$ cat src/pkg/ubc_pkg.sv
package ubc_pkg;
  // ------------------------------------------------------------
  // CRC constants
  // ------------------------------------------------------------
  localparam int          CRC_W          = 16;
  localparam logic [15:0] CRC_PRESET     = 16'h4ABA;
  localparam logic [15:0] CRC_POLY       = 16'h1021;
  localparam logic [15:0] CRC_RST        = 16'h0000;
  // Word count limit, 131072 bytes of 2-byte words
  localparam int          BURST_MAX_BYTES = 131072;
  localparam int          BURST_MAX_WORDS = BURST_MAX_BYTES / 2;
  localparam int          WCNT_W          = 18;

  // ------------------------------------------------------------
  // Timing
  // ------------------------------------------------------------
  localparam int CLK_PERIOD_PS = 8000;
  localparam int T_DVH_PS      = 5000;
  localparam int HOLD_W        = 8;

  // ------------------------------------------------------------
  // Types
  // ------------------------------------------------------------
  typedef struct packed {
    logic        valid;
    logic [15:0] data;
  } ubc_word_type;

  typedef enum logic [1:0] {
    ST_IDLE,
    ST_XFER,
    ST_TERM
  } ubc_state_type;

  // Sixteen data bits folded into the CRC in one step, MSB first
  function automatic logic [15:0] ubc_crc_next(input logic [15:0] crc, input logic [15:0] din);
    logic [15:0] c;
    logic        fb;
    c  = crc;
    fb = 1'b0;
    for (int i = 15; i >= 0; i--) begin
      fb = c[15] ^ din[i];
      c  = {c[14:0], 1'b0} ^ (fb ? CRC_POLY : 16'h0000);
    end
    return c;
  endfunction
endpackage

$ cat src/design/ubc_burst_crc.sv
`timescale 1ns/10ps
module ubc_burst_crc
  import ubc_pkg::*;
#(
  parameter int HOLD_PS = T_DVH_PS
) (
  input  wire logic        clk,
  input  wire logic        rst_n,
  input  wire logic        strobe_pin,
  input  wire logic [15:0] dd_pin,
  input  wire logic        dev_is_sender,
  input  wire logic        burst_start,
  input  wire logic        xfer_phase,
  input  wire logic        burst_end,
  input  wire ubc_word_type tx_word,
  input  wire logic        crc_rx_strobe,
  output logic             word_strobe_q,
  output logic [15:0]      word_data_q,
  output logic [15:0]      crc_register_output_q,
  output logic             crc_check_done_q,
  output logic             crc_error_q,
  output logic             sender_paused_q,
  output logic             burst_long_q
);

  // ------------------------------------------------------------
  // Derived timing
  // ------------------------------------------------------------
  localparam int HOLD_RAW = (HOLD_PS + CLK_PERIOD_PS - 1) / CLK_PERIOD_PS;
  localparam int HOLD_CYC = (HOLD_RAW < 1) ? 1 : HOLD_RAW;
  localparam logic [HOLD_W-1:0] HOLD_LOAD = HOLD_W'(HOLD_CYC);

  // ------------------------------------------------------------
  // Pin synchronisers
  // ------------------------------------------------------------
  logic        stb_s1_q, stb_s2_q, stb_s3_q;
  logic [15:0] dd_s1_q, dd_s2_q, dd_s3_q;

  // Three stages for strobe and data, kept aligned
  always_ff @(posedge clk) begin
    if (!rst_n) begin
      stb_s1_q <= 1'b0;
      stb_s2_q <= 1'b0;
      stb_s3_q <= 1'b0;
      dd_s1_q  <= 16'h0000;
      dd_s2_q  <= 16'h0000;
      dd_s3_q  <= 16'h0000;
    end else begin
      stb_s1_q <= strobe_pin;
      stb_s2_q <= stb_s1_q;
      stb_s3_q <= stb_s2_q;
      dd_s1_q  <= dd_pin;
      dd_s2_q  <= dd_s1_q;
      dd_s3_q  <= dd_s2_q;
    end
  end

  // ------------------------------------------------------------
  // Word strobe, CRC, compare and pause tracking
  // ------------------------------------------------------------
  ubc_state_type     state_q, state_d;
  logic              stb_level_q, stb_level_d;
  logic              stb_edge;
  logic              word_now;
  logic [15:0]       word_in;
  logic              word_strobe_d;
  logic [15:0]       word_data_d;
  logic [15:0]       crc_d;
  logic [15:0]       crc_register_next_value;
  logic              crc_check_done_d;
  logic              crc_error_d;
  logic [HOLD_W-1:0] hold_cnt_q, hold_cnt_d;
  logic              sender_paused_d;
  logic [WCNT_W-1:0] wcnt_q, wcnt_d;
  logic              burst_long_d;

  // Edge counts once stages two and three agree; no gap timer
  assign stb_edge = (stb_s2_q == stb_s3_q) && (stb_s3_q != stb_level_q);
  // Only edges inside the transfer phase carry words
  assign word_now = (state_q == ST_XFER) && xfer_phase &&
                    (dev_is_sender ? tx_word.valid : stb_edge);
  // Bit n of the word is data line n
  assign word_in  = dev_is_sender ? tx_word.data : dd_s3_q;
  // Whole word folded in one step
  assign crc_register_next_value = ubc_crc_next(crc_register_output_q, word_in);

  // Next-state logic
  always_comb begin
    state_d          = state_q;
    stb_level_d      = stb_level_q;
    word_strobe_d    = word_now;
    word_data_d      = word_now ? word_in : word_data_q;
    crc_d            = crc_register_output_q;
    crc_check_done_d = 1'b0;
    crc_error_d      = crc_error_q;
    hold_cnt_d       = hold_cnt_q;
    sender_paused_d  = sender_paused_q;
    wcnt_d           = wcnt_q;
    burst_long_d     = burst_long_q;
    if (stb_s2_q == stb_s3_q) begin
      stb_level_d = stb_s3_q;
    end
    if (burst_start) begin
      state_d         = ST_XFER;
      crc_d           = CRC_PRESET;
      crc_error_d     = 1'b0;
      wcnt_d          = '0;
      burst_long_d    = 1'b0;
      hold_cnt_d      = '0;
      sender_paused_d = 1'b0;
    end else begin
      unique case (state_q)
        ST_IDLE: begin
        end
        ST_XFER: begin
          if (word_now) begin
            crc_d  = crc_register_next_value;
            wcnt_d = wcnt_q + WCNT_W'(1);
            if (wcnt_q >= WCNT_W'(BURST_MAX_WORDS)) begin
              burst_long_d = 1'b1;
            end
          end
          // Sender pause: hold time after last own word
          if (dev_is_sender && word_now) begin
            hold_cnt_d      = HOLD_LOAD;
            sender_paused_d = 1'b0;
          end else if (hold_cnt_q != '0) begin
            hold_cnt_d = hold_cnt_q - HOLD_W'(1);
            if (hold_cnt_q == HOLD_W'(1)) begin
              sender_paused_d = 1'b1;
            end
          end
          if (burst_end) begin
            state_d = ST_TERM;
          end
        end
        ST_TERM: begin
          // Host CRC is always delivered after termination
          if (crc_rx_strobe) begin
            crc_check_done_d = 1'b1;
            crc_error_d      = (dd_s3_q != crc_register_output_q);
            state_d          = ST_IDLE;
          end
        end
        // Unused state code falls back to idle
        default: begin
          state_d = ST_IDLE;
        end
      endcase
    end
  end

  // Registers
  always_ff @(posedge clk) begin
    if (!rst_n) begin
      state_q               <= ST_IDLE;
      stb_level_q           <= 1'b0;
      word_strobe_q         <= 1'b0;
      word_data_q           <= 16'h0000;
      crc_register_output_q <= CRC_RST;
      crc_check_done_q      <= 1'b0;
      crc_error_q           <= 1'b0;
      hold_cnt_q            <= '0;
      sender_paused_q       <= 1'b0;
      wcnt_q                <= '0;
      burst_long_q          <= 1'b0;
    end else begin
      state_q               <= state_d;
      stb_level_q           <= stb_level_d;
      word_strobe_q         <= word_strobe_d;
      word_data_q           <= word_data_d;
      crc_register_output_q <= crc_d;
      crc_check_done_q      <= crc_check_done_d;
      crc_error_q           <= crc_error_d;
      hold_cnt_q            <= hold_cnt_d;
      sender_paused_q       <= sender_paused_d;
      wcnt_q                <= wcnt_d;
      burst_long_q          <= burst_long_d;
    end
  end

  // ------------------------------------------------------------
  // Checks
  // ------------------------------------------------------------
  property p_preset;
    @(posedge clk) disable iff (!rst_n)
      burst_start |=> crc_register_output_q == CRC_PRESET;
  endproperty
  a_preset: assert property (p_preset) else $error("CRC not preset at burst start");

  property p_fifo_crc_same;
    @(posedge clk) disable iff (!rst_n)
      word_strobe_q && !$past(burst_start) |->
        crc_register_output_q == ubc_crc_next($past(crc_register_output_q), word_data_q);
  endproperty
  a_fifo_crc_same: assert property (p_fifo_crc_same) else $error("CRC and buffer word disagree");

  property p_no_word_no_step;
    @(posedge clk) disable iff (!rst_n)
      !word_now && !burst_start |=> $stable(crc_register_output_q);
  endproperty
  a_no_word_no_step: assert property (p_no_word_no_step) else $error("CRC moved without a word");

  property p_outside_xfer;
    @(posedge clk) disable iff (!rst_n)
      (!xfer_phase || state_q != ST_XFER) |=> !word_strobe_q;
  endproperty
  a_outside_xfer: assert property (p_outside_xfer) else $error("Word taken outside transfer phase");

  property p_slow_edge;
    @(posedge clk) disable iff (!rst_n)
      state_q == ST_XFER && xfer_phase && !dev_is_sender && !burst_start && stb_edge
        |=> word_strobe_q && crc_register_output_q == ubc_crc_next($past(crc_register_output_q), $past(dd_s3_q));
  endproperty
  a_slow_edge: assert property (p_slow_edge) else $error("Qualified strobe edge dropped");

  property p_compare;
    @(posedge clk) disable iff (!rst_n)
      state_q == ST_TERM && crc_rx_strobe && !burst_start
        |=> crc_check_done_q && crc_error_q == ($past(dd_s3_q) != $past(crc_register_output_q));
  endproperty
  a_compare: assert property (p_compare) else $error("CRC compare result wrong");

  property p_pause;
    @(posedge clk) disable iff (!rst_n)
      state_q == ST_XFER && hold_cnt_q == HOLD_W'(1) && !word_now && !burst_start |=> sender_paused_q;
  endproperty
  a_pause: assert property (p_pause) else $error("Sender pause not reached after hold");

  property p_pause_clear;
    @(posedge clk) disable iff (!rst_n)
      dev_is_sender && word_now && !burst_start |=> !sender_paused_q ##0 hold_cnt_q == HOLD_LOAD;
  endproperty
  a_pause_clear: assert property (p_pause_clear) else $error("Pause not cleared by word");

  property p_long;
    @(posedge clk) disable iff (!rst_n)
      word_now && !burst_start && wcnt_q >= WCNT_W'(BURST_MAX_WORDS) |=> burst_long_q;
  endproperty
  a_long: assert property (p_long) else $error("Long burst not flagged");

endmodule

$ cat config.mk
export PLATFORM = sky130hd
export DESIGN_NAME = ubc_burst_crc
export DESIGN_NICKNAME = d
export VERILOG_FILES = /design/src/pkg/ubc_pkg.sv /design/src/design/ubc_burst_crc.sv
export SDC_FILE = /design/constraint.sdc
export NUM_CORES = 1
export LEC_CHECK = 0
export ABC_AREA = 1
export BUFFER_PORTS_ARGS = -buffer_cell sky130_fd_sc_hd__buf_4
export CAP_MARGIN = 20
export CORE_UTILIZATION = 45
export DETAILED_ROUTE_END_ITERATION = 7
export GPL_TIMING_DRIVEN = 0
export PLACE_DENSITY_LB_ADDON = 0.05
export SLEW_MARGIN = 10
export SYNTH_ARGS = -nofsm -noshare
export SYNTH_HDL_FRONTEND = slang
export SYNTH_SLANG_ARGS = --single-unit
$ cat constraint.sdc
create_clock -name clk -period 2.02 [get_ports clk]
set_input_delay 0 -clock clk [delete_from_list [all_inputs] [get_ports clk]]
set_output_delay 0 -clock clk [all_outputs]
set_load 0.05 [all_outputs]
## Word-level counts from Yosys, hierarchy flattened

Cells that the tools add are included.

| storage, ports and cells | value |
|---|---|
| input port bits | 41 |
| output and inout port bits | 37 |
| register bits | 117 |
| logic and storage cells | 119 |

| cells by class | value |
|---|---|
| $add $sub $neg | 2 |
| reduce and logical (&&, ||, !) cells | 20 |
| eq/ne operators | 11 |
| bitwise operators | 35 |
| muxes and demuxes | 31 |
| magnitude comparators | 1 |

Operator list:

| cell | number |
|---|---|
| $xor 16x13->16 | 16 |
| $mux 13 | 16 |
| $mux 15 | 3 |
| $add 18x1->18 const B | 1 |
| $ge 18x17->1 const B | 1 |
| $mux 16 | 1 |
| $mux 8 | 2 |
| $ne 16x16->1 | 1 |
| $xor 1x1->1 | 16 |
| $reduce_and 3->1 | 4 |
| $eq 8x1->1 const B | 1 |
| $reduce_and 2->1 | 4 |
| $reduce_bool 2->1 | 4 |
| $reduce_bool 8->1 | 1 |
| $sub 8x1->8 const B | 1 |
| $mux 1 | 6 |
| $ne 2x2->1 const B | 3 |
| $ne 3x3->1 const B | 2 |
| $pmux 2 s3 | 1 |
| $logic_and 1x1->1 | 4 |
| $mux 2 | 2 |
| $not 1->1 | 3 |
| $reduce_or 3->1 | 1 |
| $eq 2x1->1 const B | 1 |
| other kinds (5) | 5 |

## Depth between registers and ports, before layout

Gate-level depths: netlist (run 1).

| logic depth | value |
|---|---|
| depth after elaboration | 52 |
| depth in mapped cells | 17 |
| mapped depth without buffers | 16 |

## Least setup slack after synthesis (run 1)

No wires, ideal clock.

| timing | value |
|---|---|
| path kind | register to register |
| start | reg crc_register_output_q[15] |
| end | reg crc_register_output_q[8] |
| required time | 1.911 ns |
| arrival | 1.686 ns |
| slack | 0.225 ns |
| path buffers | 0 |
| clock period less this slack | 1.795 ns |
| setup time | 0.109 ns |
| cell stages (with the launch flop) | 14 |
| path through | dfxtp_1 inv_1 nand3_1 nand2_1 nand2_1 nand2_1 nand2_1 nand2_2 nand2_1 nand2_2 nand2_1 nand3_1 nand2_1 inv_1 |

| between the ends | value |
|---|---|
| longest elaborated chain between the ends | 24 |

Ends and longest elaborated chain:

| item | line | source |
|---|---|---|
| start: declaration | ubc_burst_crc.sv:19 | `output logic [15:0] crc_register_output_q,` |
| start signal: assignment | ubc_burst_crc.sv:172 | `crc_register_output_q <= crc_d;` |
| $xor 1x1->1 | ubc_pkg.sv:42 | `fb = c[15] ^ din[i];` |
| $mux 13 | ubc_pkg.sv:43 | `c = {c[14:0], 1'b0} ^ (fb ? CRC_POLY : 16'h0000);` |
| $xor 16x13->16 (4 in a row) | ubc_pkg.sv:43 |  |
| $xor 1x1->1 | ubc_pkg.sv:42 |  |
| $mux 13 | ubc_pkg.sv:43 |  |
| $xor 16x13->16 (4 in a row) | ubc_pkg.sv:43 |  |
| $xor 1x1->1 | ubc_pkg.sv:42 |  |
| $mux 13 | ubc_pkg.sv:43 |  |
| $xor 16x13->16 (4 in a row) | ubc_pkg.sv:43 |  |
| $xor 1x1->1 | ubc_pkg.sv:42 |  |
| $mux 13 | ubc_pkg.sv:43 |  |
| $xor 16x13->16 (4 in a row) | ubc_pkg.sv:43 |  |

Every way passes these cells.
A chain may end at the register's enable or synchronous reset.

## Worst setup path after layout (run 1)

| timing | value |
|---|---|
| start | reg state_q[0] |
| end | reg crc_register_output_q[1] |

| between the ends | value |
|---|---|
| longest elaborated chain between the ends | 5 |
| elaborated cells between the ends (all ways) | 6 |
| those cells by class | eq/ne: 1; reduce/logical: 5 |

Ends and longest elaborated chain:

| item | line | source |
|---|---|---|
| start: declaration | ubc_burst_crc.sv:61 | `ubc_state_type state_q, state_d;` |
| start signal: assignment | ubc_burst_crc.sv:168 | `state_q <= state_d;` |
| $eq 2x1->1 (*) | ubc_burst_crc.sv:80, ubc_burst_crc.sv:112 |  |
| $logic_and 1x1->1 (2 in a row) | ubc_burst_crc.sv:80 | `assign word_now = (state_q == ST_XFER) && xfer_phase &&` |
| $reduce_bool 2->1 (no line) | n/a |  |
| $reduce_and 2->1 (no line) (*) | n/a |  |

Every way passes the cells marked *; elsewhere a longest branch is shown, timed or not.

==> impl_results.md, run 1 <==
* Outcome: finished with violations
* Failing checks: design-rule violations
* Synthesis Warnings at 0
* Gate power share at between 10% and 20%
* Via/cell ratio at ~4.9
* # port buffers at 75
* Grt total ovfl at 0
* Final setup vio count at 0
* M1 wire length at 6243 microns
* Pwr dens at 909.6 mW/mm^2
* GPL Wtd Cong at 0.8484
* Max-cap viol count at 0
* CTS sink cnt at 117
* Die width at roughly 110 microns
* Fin. Hold Viols at 0
* Worst slew pin tran at between 0.6 and 0.7 ns
* Critical Path Max Stage Delay at 0.31 ns
* Max-slew headroom at 54.42%
* Row Count at 39
* Commonest non-fill, non-tap cells in the layout: nand2_1 (207), inv_1 (141), dfxtp_1 (117)
* Ant diodes at 0
* Drt initial violations at 384
* DR WL met2 at roughly 7400 microns
* Core area at between 0.01 and 0.015 sq mm
* Tmin final at 1.877 ns
* Most common cell after layout, fill and taps aside: nand2_1
* Initial antenna violation count at 0
* Crit. End Element: register
* Final Net Count at 940
* Worst-case clock buffer depth at 2
* Yosys reg bits at 117
* Crit path top cell by count: inv_1
* Synth Cell Area at ~0.0054 sq mm
* Seq/Total Area, Yosys at 43.43%
* DR pass1 iterations at 7
* Sw frac at 27.58%
* CTS Buf Count at 17
* Full die area at 0.01243 sq mm
* WP buf/inv at 4
* Net Switching at 1.777 mW
* H-tree levels at 4
* Area Overhead vs Synth at 31.39%
* Final Max Tran Viols at 0
* WP data arrival at 2.19 ns
* CTS root buf: clkbuf_16
* Critical-path top delay cell: dfxtp_1
* Post-synthesis cell type count at 40
* Share of the synthesized area in the top cell type at 43.43%
* Routed length per instance at 13.70 microns
* Post-DP HPWL at roughly 10000 microns
* Gr usage total at 24.50%
* Synth top area cells: dfxtp_1 (43%), nand2_1 (14%), inv_1 (9.8%), nand3_1 (5.7%), o21ai_0 (3.6%)
* Leakage at 3.642 nW
* Final WL at 14410 microns
* Leading area contributor after synthesis: dfxtp_1
* Global-route wire length before repair at 23390 microns
* Cells after synthesis at 769
* RSZ-0062 raised after global routing: no
* Layout cells sized above 1 at between 10% and 20%
* Hold crit path type: primary input to register
* Clk_skew at between 0.005 and 0.006 ns
* Synthesized area per cell at 7.013 sq um
* DR DRC count at 6
* Cell Area, Placed at 0.006135 sq mm
* CP Data Required Time at 2.33 ns
* Crit-path max FO at 8
* Clock share of power at 47.8%
* P_int at 4.668 mW
* CP cell instances: inv_1 -> nor2_2 -> o211ai_4 -> a21oi_4 -> inv_2 -> nor2_2 -> inv_1 -> o211ai_1 -> inv_1
* Via Count at 5113
* # IOs at 78
* Largest net degree at the start of global routing at 17
* CTS tree: yes
* Flop2flop setup slack at 0.14 ns
* Crit Path Class: register to register
* Met3 wire length at about 570 microns
* CP Launch Type: register
* Die height at around 110 microns
* Post-route ant nets at 0
* Final Cell Area at just over 0.007 sq mm
* Fin Setup TNS at 0 ns
* Starting Density at 46.63%
* Sequential power share at 37.9%
* CP top delay family: compound AO/OA/AOI/OAI gates
* Worst-skew pair later-pin latency at 0.42 ns
* Vias in the first global route at approximately 5000
* Synth Net Count at just over 800
* Max Fclk at 532.7 MHz
* Clk slew on worst S/H paths at 0.06 ns
* Fin crit share at between 90% and 100%
* Ys flop type: dfxtp_1
* Number of synthesized flops with an enable pin at 0
* Maximum vdd drop at about 0.00073 V
* Max Used Layer: met4
* FFs w/ async S/R, synth at 0%
-- path summary, 6_finish.rpt --
path | from | cells past startpoint | endpoint
setup / recovery | state_q[0]$_SDFFE_PN0P_ | 9 | crc_register_output_q[1]$_SDFFE_PN0P_
hold / removal | tx_word[3] | 5 | word_data_q[3]$_SDFFE_PN0N_
setup reg to reg | state_q[0]$_SDFFE_PN0P_ | 9 | crc_register_output_q[1]$_SDFFE_PN0P_
hold reg to reg | dd_s2_q[11]$_SDFF_PN0_ | 2 | dd_s3_q[11]$_SDFF_PN0_
-- power groups by stage --
stage | clock network, mW | registers [mW] | logic [mW]
floorplan | 0 | 2.58 | 0.505
global placement | 0 | 2.49 | 0.849
detailed placement | 0 | 2.49 | 0.864
CTS | 3.11 | 2.44 | 0.917
global route | 3.23 | 2.45 | 1.02
finish | 3.08 | 2.44 | 0.925
-- state kept, by name, indices dropped and copies added (netlist names), 2 cells and up --
| signal | flops |
|---|---|
| wcnt_q | 18 |
| word_data_q | 16 |
| dd_s2_q | 16 |
| dd_s3_q | 16 |
| hold_cnt_q | 8 |
| dd_s1_q | 16 |
| crc_register_output_q | 16 |
| state_q | 2 |
-- worst min-delay path: cells and delay by family --
kind                   cells  cell delay, ns
buffers and inverters      1            0.07
AO/OA/AOI/OAI              1            0.10
AND/OR/NAND/NOR            3            0.21
-- area by class of cell --
cell class / count / area [sq um]
Buffer: 21 / 120.1
Clock buffer: 17 / 425.4
Clock inverter: 15 / 181.4
Fill cell: 1042 / 4479
Inverter: 144 / 545.5
Multi-Input combinational cell: 487 / 2399
Sequential cell: 117 / 2342
Tap cell: 143 / 178.9
Timing Repair Buffer: 108 / 893.4
-- cell usage after synthesis, types with 8 or more instances --
cell type	count
a21oi_1	37
nand3_1	61
xnor2_1	8
nand2_1	207
nand2_2	15
o21ai_0	39
nor3_1	10
a31oi_1	9
xor2_1	14
nor2_1	41
inv_1	141
clkbuf_1	12
dfxtp_1	117
-- repair_timing --
action	CTS	global route
hold buffers	33	0
cloned	0	0
resized for setup	1	6
endpoints found under the setup margin	1	25
setup buffers	0	0
endpoints found under the hold margin	33	0
-- metrics by stage --
stage               power [mW]  cells  hold slack (ns)  setup WS (ns)  util [%]
global route             6.704   1052          0.02364        0.02410     61.27
global placement         3.339    987           0.1793        0.03993     53.05
CTS                      6.473   1052         0.004893        0.05025     61.16
detailed placement       3.355    987           0.1869        0.01249     53.05
floorplan                3.082    769          0.09763         0.2248         -
finish                   6.445   1052          0.01430         0.1427     61.27
-- layer usage --
metal  GRT usage (%)  up-vias
met1           27.57     2343
met2           44.50      103
met5               0        -
li1                -     2651
met3           6.968       16
met4           7.748        0
-- cells by family after synthesis --
| kind of cell | after synthesis | share of synthesized area (%) |
|---|---|---|
| AND/OR/NAND/NOR | 357 | 28.72 |
| AO/OA/AOI/OAI | 105 | 11.28 |
| flip-flops | 117 | 43.43 |
| adder cells (fa/ha/maj) | 3 | 0.6961 |
| XOR/XNOR | 22 | 3.573 |
| buffers and inverters | 165 | 12.30 |
(Power assumes the default switching activity.)
==> run 2, diff against run 1 <==
- ABC_AREA: 1 -> default
- CORE_ASPECT_RATIO: default -> 1.25
==> run 2 against run 1 <==
The flow finishes with violations (negative hold slack, negative setup slack); first-iteration DRC count decreased by 63%; sequential share of layout area increased by 0.86 points; total power increased by 4.2%; sequential cell count unchanged; critical path type unchanged; clock-buffer cell count increased by 2; design area decreased by 1.8%; routed wire length decreased by 19%; fmax decreased by 8.6%; combinational power increased by 35%; utilization increased by 4.0 points; area after synthesis decreased by 8.0%; hold slack got worse by 0.019 ns.
==> impl_results.md, run 2 <==
* Outcome: finished with violations (unchanged)
* Failing checks: negative hold slack, negative setup slack (was design-rule violations)
* CP Data Required Time at 2.30 ns (was 2.33 ns)
* Clock share of power at 44.9% (was 47.8%)
* Clk slew on worst S/H paths at 0.05 ns (was 0.06 ns)
* Pwr dens at 965.1 mW/mm^2 (was 909.6 mW/mm^2)
* DR DRC count at 0 (was 6)
* Final Max Tran Viols at 0 (unchanged)
* Commonest non-fill, non-tap cells in the layout: dfxtp_1 (105), buf_4 (97), and2_1 (52) (was nand2_1 (207), inv_1 (141), dfxtp_1 (117))
* Final WS setup at -0.03303 ns (was 0.1427 ns)
* H-tree levels at 4 (unchanged)
* # port buffers at 76 (was 75)
* Layout fillers at 875 (was 1042)
* Max-cap viol count at 0 (unchanged)
* Fin cells at 772 (was 1052)
* Routed length per instance at 15.16 microns (was 13.70 microns)
* Adder-Cell Fraction of Synth Area at 0.7566% (was 0.6961%)
* Ys flop type: dfxtp_1 (unchanged)
* Post-route ant nets at 0 (unchanged)
* P_int at 5.008 mW (was 4.668 mW)
* Global-route wire length before repair at 18000 microns (was 23390 microns)
* Inst Count DP at 693 (was 987)
* Synth Area in Simple Gates at 18.54% (was 28.72%)
* Gate power share at 18.7% (was 14.4%)
* Full die area at 0.01145 sq mm (was 0.01243 sq mm)
* Final setup vio count at 1 (was 0)
* Die height at 119.4 microns (was 111.5 microns)
* Core area at 0.01067 sq mm (was 0.01156 sq mm)
* Synth top area cells: dfxtp_1 (47%), and2_1 (6.6%), xor2_1 (6.4%), xnor2_1 (6.0%), o211a_1 (3.2%) (was dfxtp_1 (43%), nand2_1 (14%), inv_1 (9.8%), nand3_1 (5.7%), o21ai_0 (3.6%))
* Gr usage total at 21.77% (was 24.50%)
* Worst-case clock buffer depth at 2 (unchanged)
* Ant diodes at 0 (unchanged)
* Layout cells sized above 1 at 28.75% (was 16.39%)
* Starting Density at 46.50% (was 46.63%)
* Sequential power share at 36.4% (was 37.9%)
* Area Overhead vs Synth at 40.25% (was 31.39%)
* CTS tree: yes (unchanged)
* Crit. End Element: register (unchanged)
* Synth cell count leaders: dfxtp_1 (117), and2_1 (52), nor2_1 (42), nand2_1 (39), xor2_1 (36) (was nand2_1 (207), inv_1 (141), dfxtp_1 (117), nand3_1 (61), nor2_1 (41))
* Worst-skew pair later-pin latency at 0.41 ns (was 0.42 ns)
* Most instantiated library cell after synthesis: dfxtp_1 (was nand2_1)
* CTS Buf Count at 17 (unchanged)
* Max FFs per register at 18 (unchanged)
* Grt total ovfl at 0 (unchanged)
* Fin. Hold Viols at 1 (was 0)
* Final Net Count at 671 (was 940)
* Via Count at 3776 (was 5113)
* Total chip power at 6.715 mW (was 6.445 mW)
* Clk_skew at 0.004346 ns (was 0.005367 ns)
* Most common cell after layout, fill and taps aside: dfxtp_1 (was nand2_1)
* Die width at 95.91 microns (was 111.5 microns)
* Hold crit path type: primary input to register (unchanged)
* Synth Cell Area at 0.004961 sq mm (was 0.005393 sq mm)
* CTS sink cnt at 117 (unchanged)
* Number of synthesized flops with an enable pin at 0 (unchanged)
* Net Switching at 1.708 mW (was 1.777 mW)
* Post-DP HPWL at 8318 microns (was 10360 microns)
* Fin crit share at 101.6% (was 92.93%)
* Row Count at 42 (was 39)
* Synth Net Count at 529 (was 813)
* Hold slack final at -0.004696 ns (was 0.01430 ns)
* Max Fclk at 487.1 MHz (was 532.7 MHz)
* Synthesis Warnings at 0 (unchanged)
* Seq/Total Area, Yosys at 47.21% (was 43.43%)
* Crit-path max FO at 4 (was 8)
* Final WL at 11700 microns (was 14410 microns)
* FFs w/ async S/R, synth at 0% (unchanged)
* DR pass1 iterations at 5 (was 7)
* Synthesized area per cell at 10.23 sq um (was 7.013 sq um)
* Leakage at 3.098 nW (was 3.642 nW)
* # IOs at 78 (unchanged)
* Post-synthesis cell type count at 43 (was 40)
* Crit Path Class: register to register (unchanged)
* Largest net degree at the start of global routing at 17 (unchanged)
* Drt initial violations at 144 (was 384)
* Largest Register: wcnt_q (unchanged)
* Leading area contributor after synthesis: dfxtp_1 (unchanged)
* Final Util at 65.22% (was 61.27%)
* Mux cell area share after synthesis at 4.464% (was 0%)
* Via/cell ratio at 4.891 (was 4.860)
* Max-slew headroom at 58.26% (was 54.42%)
* Share of the synthesized area in the top cell type at 47.21% (was 43.43%)
* GPL Wtd Cong at 0.8739 (was 0.8484)
* Complex-gate fraction of the synthesized area at 7.617% (was 11.28%)
* Area of the multi-input gates at 0.002711 sq mm (was 0.002399 sq mm)
* RSZ-0062 raised after global routing: yes (was no)
* Cells after synthesis at 485 (was 769)
* Vias in the first global route at 3640 (was 4898)
* Maximum vdd drop at 0.0006037 V (was 0.0007265 V)
* Yosys reg bits at 117 (unchanged)
* Initial antenna violation count at 0 (unchanged)
* Tmin final at 2.053 ns (was 1.877 ns)
* Post-Synth XOR/XNOR Area at 18.99% (was 3.573%)
* Total area of sequential cells at 0.002360 sq mm (was 0.002342 sq mm)
* Fin Setup TNS at -0.03303 ns (was 0 ns)
* WP data arrival at 2.33 ns (was 2.19 ns)
* Largest family of logic cells by synthesized area: XOR/XNOR gates (was simple AND/OR/NAND/NOR gates)
* Sw frac at 25.43% (was 27.58%)
* Worst slew pin tran at 0.6261 ns (was 0.6838 ns)
* CP Launch Type: register (unchanged)
* CTS root buf: clkbuf_16 (unchanged)
-- run 2: worst max-delay path, cell delays in order (launching register included) --
cell and delay (ns):
dfxtp_2 0.34, mux2i_4 0.24, xnor2_4 0.20, xnor3_2 0.47
xnor2_4 0.23, mux2i_1 0.25, xnor2_1 0.13, nor2_1 0.05
-- run 2: path summary, 6_finish.rpt --
check,from,endpoint,slack [ns],depth (start not counted)
worst min register to register,dd_s2_q[2]$_SDFF_PN0_,dd_s3_q[2]$_SDFF_PN0_,0.43,1
worst max register to register,dd_s3_q[13]$_SDFF_PN0_,crc_register_output_q[13]$_SDFFE_PP0P_,-0.03,7
worst min-delay path,tx_word[9],word_data_q[9]$_SDFFE_PN0N_,-0.005,4
worst max-delay path,dd_s3_q[13]$_SDFF_PN0_,crc_register_output_q[13]$_SDFFE_PP0P_,-0.03,7
-- run 2: power groups by stage --
| stage | logic (mW) | clock network [mW] | registers (mW) |
|---|---|---|---|
| final | 1.25 | 3.02 | 2.44 |
| after global routing | 1.33 | 3.18 | 2.45 |
| after CTS | 1.14 | 3.07 | 2.44 |
| after detailed placement | 0.975 | 0 | 2.49 |
| after global placement | 0.965 | 0 | 2.48 |
| after floorplan | 0.632 | 0 | 2.57 |
-- run 2: repair_timing --
action | in CTS | in global routing
pin swaps | 8 | 17
hold buffers | 25 | 0
gates resized for setup | 16 | 28
buffers inserted | 9 | 14
endpoints found under the hold margin | 26 | 0
setup endpoints to repair | 27 | 31
-- run 2: logic make-up after synthesis --
logic type,after synthesis
adders and majority gates,3
AOI/OAI and AO/OA,52
muxes,18
buffers and inverters,27
xor gates and xnor gates,87
DFF,117
and+or+nand+nor,181
-- run 2: area by class of cell --
| class | count | share of cell area (%) |
|---|---|---|
| clock inverters | 13 | 2.230 |
| plain buffers | 21 | 1.439 |
| multi-input cells | 341 | 38.97 |
| repair buffers | 124 | 14.44 |
| flip-flops and latches | 117 | 33.91 |
| well taps | 132 | 2.374 |
| clock buffers | 19 | 6.366 |
| inverters | 5 | 0.2697 |
-- run 2: through the flow --
stage	worst slack, ns	area [sq um]
3_5_place_dp	-0.2938	5707
5_1_grt	-0.09603	6958
6_report	-0.03303	6958
2_1_floorplan	-0.05911	4971
4_1_cts	-0.008629	6715
3_3_place_gp	-0.3138	5707
-- run 2: layer usage --
layer  share of wire [%]  vias to the layer above  global-route usage, %
met1                  40                     1768                  24.34
met5                   0                        -                      0
met2                  52                       85                  38.53
met3                 4.2                       24                  5.172
met4                 2.9                        0                  9.235
li1                    -                     1899                      -
